`src/chs_params.svh`:
```
// Constants for the charger setting register bank
`ifndef CHS_PARAMS_SVH
`define CHS_PARAMS_SVH

// ---------------------------------------------------------------
// Serial bus addressing
// ---------------------------------------------------------------
`define CHS_SLAVE_ADDR     7'h09
`define CHS_CMD_OPTIONS    8'h12
`define CHS_CMD_CURRENT    8'h14
`define CHS_CMD_VOLTAGE    8'h15

// ---------------------------------------------------------------
// Reset values and masks
// ---------------------------------------------------------------
`define CHS_OPT_RESET      16'h7904
`define CHS_OPT_WMASK      16'hFFE7
`define CHS_CUR_RESET      7'h00
`define CHS_VOLT_RESET     11'h000

// ---------------------------------------------------------------
// Field positions in the options word
// ---------------------------------------------------------------
`define CHS_OPT_INHIBIT    0
`define CHS_OPT_OC_LSB     1
`define CHS_OPT_OC_MSB     2
`define CHS_OPT_MON_SEL    5
`define CHS_OPT_LEARN      6
`define CHS_OPT_HS_LSB     7
`define CHS_OPT_HS_MSB     8
`define CHS_OPT_FREQ_EN    9
`define CHS_OPT_FREQ_UP    10
`define CHS_OPT_DEPL_LSB   11
`define CHS_OPT_DEPL_MSB   12

// ---------------------------------------------------------------
// Code fields and their legal ranges
// ---------------------------------------------------------------
`define CHS_CUR_LSB        6
`define CHS_CUR_MSB        12
`define CHS_VOLT_LSB       4
`define CHS_VOLT_MSB       14
`define CHS_CUR_MIN        7'h02
`define CHS_VOLT_MIN       11'h040
`define CHS_VOLT_MAX       11'h4B0

`endif

```
`src/chs_pkg.sv`:
```
// Types shared by the charger setting register bank
package chs_pkg;

    // Serial engine states, one-hot
    typedef enum logic [4:0] {
        ST_IDLE = 5'h01,
        ST_RX   = 5'h02,
        ST_ACK  = 5'h04,
        ST_TX   = 5'h08,
        ST_MACK = 5'h10
    } chs_bus_state_t;

    // Settings as seen by the converter and switch logic
    typedef struct packed {
        logic        freq_adj_en;
        logic        freq_up;
        logic [1:0]  hs_short_thr;
        logic [1:0]  depl_sel;
        logic        adapter_switch_on;
        logic        battery_switch_on;
        logic        monitor_sel;
        logic [1:0]  oc_trip;
        logic        inhibit;
        logic [6:0]  current_code;
        logic [10:0] voltage_code;
        logic [6:0]  current_limit;
        logic        permit;
        logic        converter_en;
    } chs_ctrl_t;

endpackage : chs_pkg

```
`src/chs_setting_regs.sv`:
```
// Charger setting register bank with its serial bus slave
`timescale 1ns/1ps
`include "chs_params.svh"

// Contract
// - Options bit 9 enables the switching frequency adjustment chosen by bit 10.
// - Options bits 8:7 pick the high-side short threshold, reset 10.
// - Writing learn bit 1 turns adapter switch off, battery switch on.
// - Depletion reached during learn: swap switches back, clear learn bit.
// - Writing learn bit 0 ends learning; learn bit resets to 0.
// - Options bit 5 routes adapter or charge amplifier to current monitor.
// - Options bits 2:1 set input overcurrent trip level, reset 10.
// - Options bit 0 inhibits charging when set, reset 0.
// - Charge current code sits in bits 12:6, 64 mA per step.
// - Charge current write under 128 mA clears register, stops charging.
// - Charge current setting is zero after reset.
// - Current limit is smaller of register and pin, pin ignored above 1.6V.
// - Charge voltage register, command 0x15, accepts 1.024 to 19.2 V.
// - Charge voltage write out of range clears register, stops charging.
// - Charge voltage setting is zero after reset.
// - Charge voltage code sits in bits 14:4, 16 mV per step.
// - Registers use word write and word read, low byte first.
// - Battery below depletion threshold in learn returns system to adapter.
module chs_setting_regs #(
    parameter logic [6:0] SLAVE_ADDR = `CHS_SLAVE_ADDR
) (
    input  wire logic              CLK_IN,
    input  wire logic              RESET_N_IN,
    input  wire logic              SCL_IN,
    input  wire logic              SDA_IN,
    output logic                   SDA_OUT,
    output logic                   SDA_OE_OUT,
    input  wire logic              BAT_DEPLETED_IN,
    input  wire logic              CURRENT_LIMIT_PIN_HIGH_IN,
    input  wire logic [6:0]        CURRENT_LIMIT_PIN_CODE_IN,
    output chs_pkg::chs_ctrl_t     CTRL_OUT
);
    import chs_pkg::*;

    // ---------------------------------------------------------------
    // Elaboration check
    // ---------------------------------------------------------------
    if (SLAVE_ADDR == 7'h00 || SLAVE_ADDR > 7'h77)
    begin : g_bad_addr
        $error("Slave address is reserved");
    end

    // Code fields must match the widths of the stored settings
    if (`CHS_CUR_MSB - `CHS_CUR_LSB != 6 ||
        `CHS_VOLT_MSB - `CHS_VOLT_LSB != 10)
    begin : g_bad_field
        $error("Code field width differs from stored setting");
    end

    // ---------------------------------------------------------------
    // State record
    // ---------------------------------------------------------------
    typedef struct packed {
        logic [1:0]     scl_s;
        logic [1:0]     sda_s;
        logic [1:0]     depl_s;
        logic [1:0]     lim_hi_s;
        logic [6:0]     lim_code_a;
        logic [6:0]     lim_code_b;
        logic           scl_d;
        logic           sda_d;
        chs_bus_state_t st;
        logic [1:0]     idx;
        logic [3:0]     bits;
        logic [7:0]     sh;
        logic [7:0]     cmd;
        logic [7:0]     lo;
        logic           rd;
        logic           tx_hi;
        logic [15:0]    txw;
        logic           mnack;
        logic           sda_oe;
        logic [15:0]    opt;
        logic [6:0]     cur;
        logic [10:0]    volt;
        chs_ctrl_t      ctrl;
    } chs_state_t;

    chs_state_t s_r;
    chs_state_t s_nxt;

    // ---------------------------------------------------------------
    // Helper functions
    // ---------------------------------------------------------------
    // Word image of a register for read back
    function automatic logic [15:0] read_word(
        input logic [7:0]  c,
        input logic [15:0] o,
        input logic [6:0]  i,
        input logic [10:0] v
    );
        logic [15:0] w;
        w = 16'h0000;
        if (c == `CHS_CMD_OPTIONS)
            w = o & `CHS_OPT_WMASK;
        else if (c == `CHS_CMD_CURRENT)
            w[`CHS_CUR_MSB:`CHS_CUR_LSB] = i;
        else if (c == `CHS_CMD_VOLTAGE)
            w[`CHS_VOLT_MSB:`CHS_VOLT_LSB] = v;
        return w;
    endfunction : read_word

    // Smaller of two current codes
    function automatic logic [6:0] min7(
        input logic [6:0] a,
        input logic [6:0] b
    );
        return (a < b) ? a : b;
    endfunction : min7

    // Voltage code inside its legal window
    function automatic logic volt_ok(
        input logic [10:0] v
    );
        return (v >= `CHS_VOLT_MIN) && (v <= `CHS_VOLT_MAX);
    endfunction : volt_ok

    // ---------------------------------------------------------------
    // Next state
    // ---------------------------------------------------------------
    always_comb
    begin
        logic        rise;
        logic        fall;
        logic        start;
        logic        stop;
        logic [15:0] wd;
        logic [6:0]  ci;
        logic [10:0] cv;
        s_nxt = s_r;
        wd    = {s_r.sh, s_r.lo};
        ci    = wd[`CHS_CUR_MSB:`CHS_CUR_LSB];
        cv    = wd[`CHS_VOLT_MSB:`CHS_VOLT_LSB];

        // Two-flop synchronisers, then edge history
        s_nxt.scl_s      = {s_r.scl_s[0], SCL_IN};
        s_nxt.sda_s      = {s_r.sda_s[0], SDA_IN};
        s_nxt.depl_s     = {s_r.depl_s[0], BAT_DEPLETED_IN};
        s_nxt.lim_hi_s   = {s_r.lim_hi_s[0], CURRENT_LIMIT_PIN_HIGH_IN};
        s_nxt.lim_code_a = CURRENT_LIMIT_PIN_CODE_IN;
        s_nxt.lim_code_b = s_r.lim_code_a;
        s_nxt.scl_d      = s_r.scl_s[1];
        s_nxt.sda_d      = s_r.sda_s[1];

        // Bus clock edges and start, stop conditions
        rise  = s_r.scl_s[1] & ~s_r.scl_d;
        fall  = ~s_r.scl_s[1] & s_r.scl_d;
        start = s_r.scl_s[1] & s_r.scl_d & s_r.sda_d & ~s_r.sda_s[1];
        stop  = s_r.scl_s[1] & s_r.scl_d & ~s_r.sda_d & s_r.sda_s[1];

        // Learn ends by itself once the battery is depleted
        if (s_r.opt[`CHS_OPT_LEARN] && s_r.depl_s[1])
            s_nxt.opt[`CHS_OPT_LEARN] = 1'b0;

        // Serial engine, word transfers low byte first
        if (start)
        begin
            s_nxt.st     = ST_RX;
            s_nxt.idx    = 2'd0;
            s_nxt.bits   = 4'h0;
            s_nxt.sda_oe = 1'b0;
        end
        else if (stop)
        begin
            s_nxt.st     = ST_IDLE;
            s_nxt.sda_oe = 1'b0;
        end
        else
        begin
            case (s_r.st)
                ST_RX:
                begin
                    if (rise && s_r.bits != 4'h8)
                    begin
                        s_nxt.sh   = {s_r.sh[6:0], s_r.sda_s[1]};
                        s_nxt.bits = s_r.bits + 4'h1;
                    end
                    else if (fall && s_r.bits == 4'h8)
                    begin
                        s_nxt.bits   = 4'h0;
                        s_nxt.st     = ST_ACK;
                        s_nxt.sda_oe = 1'b1;
                        if (s_r.idx == 2'd0)
                        begin
                            s_nxt.rd = s_r.sh[0];
                            if (s_r.sh[7:1] != SLAVE_ADDR)
                            begin
                                s_nxt.st     = ST_IDLE;
                                s_nxt.sda_oe = 1'b0;
                            end
                        end
                        else if (s_r.idx == 2'd1)
                            s_nxt.cmd = s_r.sh;
                        else if (s_r.idx == 2'd2)
                            s_nxt.lo = s_r.sh;
                        else
                        begin
                            // Commit of a whole word write
                            if (s_r.cmd == `CHS_CMD_OPTIONS)
                                s_nxt.opt = wd & `CHS_OPT_WMASK;
                            else if (s_r.cmd == `CHS_CMD_CURRENT)
                                s_nxt.cur = (ci < `CHS_CUR_MIN)
                                          ? 7'h00 : ci;
                            else if (s_r.cmd == `CHS_CMD_VOLTAGE)
                                s_nxt.volt = volt_ok(cv)
                                           ? cv : 11'h000;
                        end
                    end
                end
                ST_ACK:
                begin
                    if (fall)
                    begin
                        if (s_r.rd)
                        begin
                            s_nxt.txw    = read_word(s_r.cmd, s_r.opt,
                                                     s_r.cur, s_r.volt);
                            s_nxt.sh     = s_nxt.txw[7:0];
                            s_nxt.tx_hi  = 1'b0;
                            s_nxt.sda_oe = ~s_nxt.txw[7];
                            s_nxt.st     = ST_TX;
                        end
                        else
                        begin
                            s_nxt.sda_oe = 1'b0;
                            s_nxt.st     = (s_r.idx == 2'd3) ? ST_IDLE
                                                             : ST_RX;
                            s_nxt.idx    = s_r.idx + 2'd1;
                        end
                    end
                end
                ST_TX:
                begin
                    // Next read bit goes out just after a clock fall
                    if (fall)
                    begin
                        if (s_r.bits == 4'h7)
                        begin
                            s_nxt.bits   = 4'h0;
                            s_nxt.sda_oe = 1'b0;
                            s_nxt.st     = ST_MACK;
                        end
                        else
                        begin
                            s_nxt.bits   = s_r.bits + 4'h1;
                            s_nxt.sh     = {s_r.sh[6:0], 1'b0};
                            s_nxt.sda_oe = ~s_r.sh[6];
                        end
                    end
                end
                ST_MACK:
                begin
                    if (rise)
                        s_nxt.mnack = s_r.sda_s[1];
                    else if (fall)
                    begin
                        if (!s_r.mnack && !s_r.tx_hi)
                        begin
                            s_nxt.tx_hi  = 1'b1;
                            s_nxt.sh     = s_r.txw[15:8];
                            s_nxt.sda_oe = ~s_r.txw[15];
                            s_nxt.st     = ST_TX;
                        end
                        else
                            s_nxt.st = ST_IDLE;
                    end
                end
                default:
                begin
                    s_nxt.st     = ST_IDLE;
                    s_nxt.sda_oe = 1'b0;
                end
            endcase
        end

        // Registered outputs toward converter and switches
        s_nxt.ctrl.freq_adj_en  = s_r.opt[`CHS_OPT_FREQ_EN];
        s_nxt.ctrl.freq_up      = s_r.opt[`CHS_OPT_FREQ_EN] &
                                  s_r.opt[`CHS_OPT_FREQ_UP];
        s_nxt.ctrl.hs_short_thr =
            s_r.opt[`CHS_OPT_HS_MSB:`CHS_OPT_HS_LSB];
        s_nxt.ctrl.depl_sel     =
            s_r.opt[`CHS_OPT_DEPL_MSB:`CHS_OPT_DEPL_LSB];
        s_nxt.ctrl.battery_switch_on  = s_r.opt[`CHS_OPT_LEARN];
        s_nxt.ctrl.adapter_switch_on  = ~s_r.opt[`CHS_OPT_LEARN];
        s_nxt.ctrl.monitor_sel  = s_r.opt[`CHS_OPT_MON_SEL];
        s_nxt.ctrl.oc_trip      =
            s_r.opt[`CHS_OPT_OC_MSB:`CHS_OPT_OC_LSB];
        s_nxt.ctrl.inhibit      = s_r.opt[`CHS_OPT_INHIBIT];
        s_nxt.ctrl.current_code = s_r.cur;
        s_nxt.ctrl.voltage_code = s_r.volt;
        s_nxt.ctrl.current_limit = s_r.lim_hi_s[1] ? s_r.cur
                                 : min7(s_r.cur, s_r.lim_code_b);
        s_nxt.ctrl.permit       = ~s_r.opt[`CHS_OPT_INHIBIT] &
                                  (s_r.cur != 7'h00) &
                                  (s_r.volt != 11'h000);
        s_nxt.ctrl.converter_en = s_r.ctrl.permit;
    end

    // ---------------------------------------------------------------
    // State register
    // ---------------------------------------------------------------
    always_ff @(posedge CLK_IN or negedge RESET_N_IN)
    begin
        if (!RESET_N_IN)
        begin
            s_r      <= '0;
            s_r.st   <= ST_IDLE;
            s_r.scl_s <= 2'b11;
            s_r.sda_s <= 2'b11;
            s_r.scl_d <= 1'b1;
            s_r.sda_d <= 1'b1;
            // Power-on register contents
            s_r.opt  <= `CHS_OPT_RESET;
            s_r.cur  <= `CHS_CUR_RESET;
            s_r.volt <= `CHS_VOLT_RESET;
            // Outputs start from the power-on settings
            s_r.ctrl.hs_short_thr      <= 2'b10;
            s_r.ctrl.depl_sel          <= 2'b11;
            s_r.ctrl.adapter_switch_on <= 1'b1;
            s_r.ctrl.oc_trip           <= 2'b10;
        end
        else
        begin
            s_r <= s_nxt;
        end
    end

    // ---------------------------------------------------------------
    // Outputs straight from flops, except data out tied low
    // ---------------------------------------------------------------
    assign SDA_OUT    = 1'b0;        // Open drain, only pulls low
    assign SDA_OE_OUT = s_r.sda_oe;
    assign CTRL_OUT   = s_r.ctrl;

endmodule : chs_setting_regs

```
`config.mk`:
```
export PLATFORM = sky130hd
export DESIGN_NAME = chs_setting_regs
export DESIGN_NICKNAME = d
export VERILOG_FILES = /design/src/chs_pkg.sv /design/src/chs_setting_regs.sv
export VERILOG_INCLUDE_DIRS = /design/src /design/src/src
export SDC_FILE = /design/constraint.sdc
export NUM_CORES = 1
export LEC_CHECK = 0
export BUFFER_PORTS_ARGS = -buffer_cell sky130_fd_sc_hd__buf_2
export CORE_MARGIN = 2
export CORE_UTILIZATION = 29
export CTS_CLUSTER_DIAMETER = 100
export DETAILED_ROUTE_END_ITERATION = 16
export PLACE_DENSITY = 0.44
export SKIP_LAST_GASP = 1
export SYNTH_ARGS = -nofsm -noshare
export SYNTH_HDL_FRONTEND = slang
export SYNTH_SLANG_ARGS = --single-unit
```
`constraint.sdc`:
```
create_clock -name CLK_IN -period 3.25 [get_ports CLK_IN]
set_clock_uncertainty 0.1 [all_clocks]
set_input_delay 0.65 -clock CLK_IN [delete_from_list [all_inputs] [get_ports CLK_IN]]
set_output_delay 0.65 -clock CLK_IN [all_outputs]
set_load 0.01 [all_outputs]
```
==> summary.md, run 1 <==
## Detailed routing
* **initial detailed-routing violation count** 463
* **Routed Antenna Nets** 0
* **wire length per cell after detailed routing** 17.7 µm
* **drt pass-1 iters** 5
* **post-detailed-route DRC marker count** 0
* **routed vias** 4329
* **Detailed Route WL** 15.4 mm
* **vias per cell** 4.97

## Timing
* **Final period util** 81.0%
* **final hold vios** 0
* **sum of negative setup slack** 0 ns
* **setup repair after global routing missed its margin** false
* **measured slew at the worst slew-check pin** 0.813 ns
* **final setup margin** 0.617 ns
* **post-layout min period** 2.63 ns
* **Final Max Slew Viols** 0
* **Max Freq** 0.380 GHz
* **worst max-slew margin expressed relative to the limit** 45.6%
* **final setup violating endpoints** 0

## Yosys
* **sequential element share of the synthesized area** 55.6%
* **proportion of netlist area held by the largest area contributor** 48.2%
* **Synth area leaders** dfrtp_1 48%, dfstp_2 7.4%, mux2_2 6.0%
* **number of enable-type register cells in the synthesized netlist** 0
* **leading post-synthesis cells by instance count** 123 x dfrtp_1, 49 x nand2_1, 40 x buf_4
* **Syn Inst Count** 558
* **most instantiated library cell after synthesis** dfrtp_1
* **Warnings, synthesis** 0
* **Avg Synthesized Cell Area** 11.5 µm²
* **synthesis-stage register bit count** 141
* **library cell with the largest summed area after synthesis** dfrtp_1
* **Synthesized Nets** 583
* **cell area after technology mapping** 6390 µm²
* **asr flop ratio synth** 100%
* **Primary FF master, synth** dfrtp_1
* **count of cell types in the netlist** 71

## Critical path
* **critical path capture point type** flip-flop
* **largest fanout on the critical path** 9
* **worst reg2reg setup slack** 0.62 ns
* **crit start category** flip-flop
* **Arr. time, crit path** 2.83 ns
* **Worst Path Required** 3.44 ns
* **source of the worst register-to-register timing path** s_r[126]
* **terminus of the critical flop-to-flop path** s_nxt[22]
* **R2R depth** 4
* **category of the most critical setup path** reg2reg

## Clock network
* **clk_lat worst skew** 0.41 ns
* **total clock sinks** 141
* **count of H-tree levels built during CTS** 4
* **CTS Hold Bufs** 0
* **number of buffers created by CTS** 17
* **Clk Tree Root Cell** clkbuf_16
* **buffers inserted during post-CTS setup optimization** 0
* **clock-pin slew of the registers on the worst-case setup and hold paths** 0.06 ns
* **CTS tree** done
* **Max clock buf depth** 2
* **number of gates resized after CTS** 0

## Final layout
* **non-filler instance count after layout** 871
* **post-route cell area** 7280 µm²
* **footprint of the multi-input gates** 2360 µm²
* **sequential cell area in the final layout** 3550 µm²
* **final-stage net count** 603
* **Filler Cell Count** 2171
* **share of post-route cells with drive strength above 1** 27.7%
* **synth-to-layout area growth** 13.9%
* **Antenna Cells** 0

## Floorplanning
* **core area** 21800 µm²
* **total number of placement rows** 54
* **area of the die** 23200 µm²
* **Die W** 152 µm
* **number of ports placed on the die boundary** 54
* **Initial Util** 29.4%
* **die height** 152 µm

## Global route
* **first-pass GRT wire length** 25.0 mm
* **vias in the first global route** 4370
* **all-layer global routing usage** 13.7%
* **initial antenna violation count** 0
* **final global-route overflow total** 0
* **largest net degree at the start of global routing** 73

## Worst hold path
* **type of the most critical hold path** in2async

## Power
* **Comb pwr share** 2.9%
* **leakage power total** 3.48 nW
* **Pint** 2.89 mW
* **net load switching power** 0.849 mW
* **share of total power in the clock network** 48.9%
* **switching power as a share of total power** 22.7%
* **VDD IR-drop max** 0.000301 V
* **part of the power in registers** 48.2%
* **Power Density** 513 nW/µm²

## Placed design
* **Post-Place Cell Area** 6720 µm²
* **total half-perimeter wirelength after legalization and detailed placement** 10.9 mm
* **instance count after placement with tap cells included** 839
* **number of input and output port buffers inserted** 52
* **Post-Place Setup Slack** 0.623 ns
* **global placer's final weighted congestion** 0.850

## Run
* **max-cap violations** 0

## Outcome
* **run status** complete, no violations

worst max-delay path, stage by stage, from the launching register on:
cell	delay, ns
dfrtp_1	0.46
or4b_1	0.71
nor4_4	0.36
and4_1	0.49
mux2_2	0.39
logic make-up after synthesis:
| group | count (synthesis) | synth area share, % |
|---|---|---|
| AOI/OAI and AO/OA | 104 | 11.5 |
| and+or+nand+nor | 164 | 14.1 |
| adders and majority gates | 12 | 2.35 |
| other | 1 | 0.0587 |
| DFF | 141 | 55.6 |
| muxes | 49 | 8.56 |
| xor gates and xnor gates | 3 | 0.411 |
| buffers and inverters | 84 | 7.52 |
sequential cells by signal (all words and copies together), names as in the netlist:
register	flops
s_nxt	41
s_r	60
SDA_OE_OUT	1
CTRL_OUT	39
layer usage:
layer / global-route usage, % / share of wire [%] / vias up
met1: 19.3 / 48 / 2177
li1: - / - / 2007
met2: 20.9 / 46 / 125
met3: 3.24 / 3.9 / 20
met5: 0 / 0 / -
met4: 4.81 / 1.7 / 0
how the worst max path moves through the flow:
stage / end / from / cells past startpoint / slack [ns]
after floorplan: s_r[67] / s_r[126] / 8 / 0.83
after global placement: s_nxt[28] / s_r[126] / 5 / 0.67
after detailed placement: s_nxt[22] / s_r[126] / 4 / 0.62
after CTS: s_nxt[22] / s_r[125] / 4 / 0.61
after global routing: s_nxt[22] / s_r[126] / 4 / 0.51
final: s_nxt[22] / s_r[126] / 4 / 0.62
power groups by stage:
stage	Clock [mW]	Sequential, mW	Combinational [mW]
global placement	0	1.83	0.109
CTS	1.88	1.80	0.110
finish	1.83	1.80	0.107
global route	1.98	1.80	0.125
detailed placement	0	1.83	0.110
floorplan	0	1.82	0.0510
cells in the final DEF (no fill, tap or decap), drive strengths merged, types with 6 or more instances in the layout:
master,count
a211o,8
a21oi,14
a22o,9
a22oi,13
buf,68
clkbuf,19
clkinv,6
dfrtp,123
dfstp,18
ha,12
inv,19
mux2,45
nand2,49
nand2b,9
nand3,23
nor2,21
nor3,16
nor4,8
o21ai,22
through the flow:
step | hold WS [ns] | utilization [%] | power [mW]
after global routing | 0.192 | 33.5 | 3.91
after global placement | 0.234 | 30.9 | 1.94
after CTS | 0.177 | 33.5 | 3.79
after floorplan | 0.231 | - | 1.87
final | 0.138 | 33.5 | 3.74
after detailed placement | 0.235 | 30.9 | 1.94
area by class of cell:
cell class	count	area share, %
Tap cell	280	4.81
Multi-Input combinational cell	333	32.4
Clock inverter	13	1.58
Timing Repair Buffer	68	5.48
Inverter	17	0.876
Sequential cell	141	48.8
Clock buffer	19	6.08
Power figures use the tool's default switching activity.
==> run 2: changes to the inputs <==
--- a/config.mk
+++ b/config.mk
@@ -6,6 +6,7 @@
 export SDC_FILE = /design/constraint.sdc
 export NUM_CORES = 1
 export LEC_CHECK = 0
+export ABC_AREA = 1
 export BUFFER_PORTS_ARGS = -buffer_cell sky130_fd_sc_hd__buf_2
 export CORE_MARGIN = 2
 export CORE_UTILIZATION = 29
==> constraint.sdc (replaced) <==
create_clock -name CLK_IN -period 2.61 [get_ports CLK_IN]
set_clock_uncertainty 0.1 [all_clocks]
set_input_delay 0.522 -clock CLK_IN [delete_from_list [all_inputs] [get_ports CLK_IN]]
set_output_delay 0.522 -clock CLK_IN [all_outputs]
set_load 0.01 [all_outputs]
==> run 2 against run 1 <==
Net effect: cell area is 4.8% higher; core utilization up 0.25 points; critical path depth up 6; setup slack worse by 0.040 ns; synthesized cell count grew 30%; sequential share of layout area decreased by 2.3 points; power up 31%.
==> summary.md, run 2 <==
## Final layout
* **synth-to-layout area growth** 14.2%
* **share of post-route cells with drive strength above 1** 24.5%, -3.3 points
* **Biggest register** s_r
* **post-route cell area** 7630 µm², +4.8%
* **final core utilization** 33.7%, +0.25 points
* **most frequent standard cell in the layout excluding fill and tap cells** nand2_1
* **Antenna Cells** 0, unchanged
* **Filler Cell Count** 2294, +5.7%
* **final-stage net count** 780, +29%
* **non-filler instance count after layout** 1053, +21%
* **Largest register FFs** 60, unchanged
* **most frequent cells in the layout** 173 x nand2_1, 123 x dfrtp_1, 69 x inv_1

## Global route
* **first-pass GRT wire length** 27.7 mm, +11%
* **all-layer global routing usage** 15.0%, +1.2 points
* **initial antenna violation count** 0, unchanged
* **vias in the first global route** 4825, +10%
* **largest net degree at the start of global routing** 54, -26%
* **final global-route overflow total** 0, unchanged

## Detailed routing
* **vias per cell** 4.57, -8.1%
* **Routed Antenna Nets** 0, unchanged
* **initial detailed-routing violation count** 362, -22%
* **drt pass-1 iters** 5, unchanged
* **Detailed Route WL** 16.8 mm, +8.6%
* **wire length per cell after detailed routing** 15.9 µm, -10%
* **routed vias** 4809, +11%
* **post-detailed-route DRC marker count** 0, unchanged

## Placed design
* **number of input and output port buffers inserted** 52, unchanged
* **global placer's final weighted congestion** 0.855, +0.60%
* **Post-Place Cell Area** 7020 µm², +4.3%
* **total half-perimeter wirelength after legalization and detailed placement** 12.3 mm, +13%
* **instance count after placement with tap cells included** 1020, +22%

## Yosys
* **proportion of netlist area held by the largest area contributor** 46.0%, -2.1 points
* **Synth area leaders** dfrtp_1 46%, nand2_1 9.7%, dfstp_2 7.1%
* **count of cell types in the netlist** 40, -44%
* **Synthesized Nets** 749, +28%
* **Warnings, synthesis** 0, unchanged
* **synthesis-stage register bit count** 141, unchanged
* **cell area after technology mapping** 6690 µm², +4.6%
* **leading post-synthesis cells by instance count** 173 x nand2_1, 123 x dfrtp_1, 69 x inv_1
* **Syn Inst Count** 724, +30%
* **sequential element share of the synthesized area** 53.1%, -2.5 points
* **most instantiated library cell after synthesis** nand2_1
* **Primary FF master, synth** dfrtp_1
* **library cell with the largest summed area after synthesis** dfrtp_1
* **Avg Synthesized Cell Area** 9.24 µm², -19%
* **asr flop ratio synth** 100%, unchanged
* **number of enable-type register cells in the synthesized netlist** 0, unchanged

## Critical path
* **category of the most critical setup path** reg2reg
* **crit start category** flip-flop
* **largest fanout on the critical path** 24, +15
* **R2R depth** 10, +6
* **critical path capture point type** flip-flop
* **Arr. time, crit path** 2.24 ns, -0.59 ns
* **Worst Path Required** 2.81 ns, -0.63 ns

## Timing
* **Max Freq** 0.492 GHz, +30%
* **post-layout min period** 2.03 ns, -0.600 ns
* **final hold vios** 0, unchanged
* **Final Max Slew Viols** 0, unchanged
* **worst hold slack after final layout** 0.0976 ns, -0.0401 ns
* **final setup violating endpoints** 0, unchanged
* **Final period util** 77.9%, -3.1 points
* **setup repair after global routing missed its margin** false
* **sum of negative setup slack** 0 ns, unchanged

## Power
* **VDD IR-drop max** 0.000410 V, +36%
* **leakage power total** 3.66 nW, +5.1%
* **Power Density** 640 nW/µm², +25%

## Floorplanning
* **number of ports placed on the die boundary** 54, unchanged
* **die height** 156 µm, +2.2%
* **core area** 22600 µm², +4.1%
* **Initial Util** 29.5%, +0.16 points
* **area of the die** 24300 µm², +4.5%
* **total number of placement rows** 55, +1.9%
* **Die W** 156 µm, +2.2%

## Clock network
* **clock-pin slew of the registers on the worst-case setup and hold paths** 0.06 ns, about the same
* **CTS tree** done
* **CTS Hold Bufs** 1, +1
* **Max clock buf depth** 2, unchanged
* **buffers inserted during post-CTS setup optimization** 0, unchanged
* **clk_lat worst skew** 0.43 ns, +0.02 ns
* **total clock sinks** 141, unchanged
* **number of buffers created by CTS** 17, unchanged
* **number of gates resized after CTS** 0, unchanged
* **count of H-tree levels built during CTS** 4, unchanged
* **Clk Tree Root Cell** clkbuf_16

## Run
* **max-cap violations** 0, unchanged

## Worst hold path
* **type of the most critical hold path** in2reg
* **worst hold path depth** 1

## Outcome
* **run status** complete, no violations

[run 2: cell count changes in the layout (fill, tap and decap cells not counted), sizes merged, moves of 12 or more]
cell | before | now
a22oi | 13 | 0
nor2 | 21 | 62
nand4 | 3 | 15
nand3 | 23 | 48
mux2 | 45 | 0
inv | 19 | 81
nand2 | 49 | 196
o21ai | 22 | 77
[run 2: cells by family after synthesis]
group	count (synthesis)	synth area share [%]
buffers and inverters	134	10.7
DFF	141	53.1
xor gates and xnor gates	1	0.131
AOI/OAI and AO/OA	100	8.64
adders and majority gates	12	2.25
other	1	0.0561
and+or+nand+nor	335	25.1
[run 2: area by class of cell]
class / count / area, µm² / area share [%]
timing repair buffer: 65 / 392 / 5.13
clock inverter: 11 / 159 / 2.08
tap: 285 / 357 / 4.67
multi-input combinational: 449 / 2420 / 31.7
clock buffer: 21 / 450 / 5.90
inverter: 81 / 304 / 3.98
sequential: 141 / 3550 / 46.5
[run 2: path summary, 6_finish.rpt]
path | start | endpoint | slack (ns)
min reg2reg | s_nxt[134] | s_r[134] | 0.24
min | SDA_IN | s_nxt[149] | 0.1
max | s_r[117] | s_nxt[35] | 0.58
max in group asynchronous | RESET_N_IN | s_r[123] | 1.22
min in group asynchronous | RESET_N_IN | s_r[136] | 0.52
max reg2reg | s_r[117] | s_nxt[35] | 0.58
[run 2: power breakdown]
part	total, mW	internal [mW]	switching [mW]	leakage, nW
logic	0.128	0.0351	0.0925	1.50
registers	2.23	2.22	0.0171	1.86
clock network	2.53	1.54	0.984	0.298
total	4.89	3.80	1.09	3.66
[run 2: routing by layer]
layer	wire length (µm)	up-vias	GRT usage, %
met4	301	0	5.46
met3	642	22	2.83
met5	0	-	0
met2	7470	100	22.6
li1	-	2364	-
met1	8350	2323	21.4
[run 2: worst max-delay path: stages, from the launching register on]
cell     delay [ns]
dfrtp_1        0.42
inv_1          0.10
ha_1           0.17
nand2_1        0.07
nor2_2         0.10
nand2_2        0.13
nor2_8         0.24
nand4_4        0.13
buf_4          0.26
nand2_1        0.11
o21ai_2        0.05
[run 2: per-stage QoR]
| step | worst slack, ns | power, mW |
|---|---|---|
| floorplan | 0.856 | 2.32 |
| global placement | 0.595 | 2.40 |
| detailed placement | 0.611 | 2.40 |
| CTS | 0.588 | 4.95 |
| global route | 0.413 | 5.07 |
| finish | 0.578 | 4.89 |
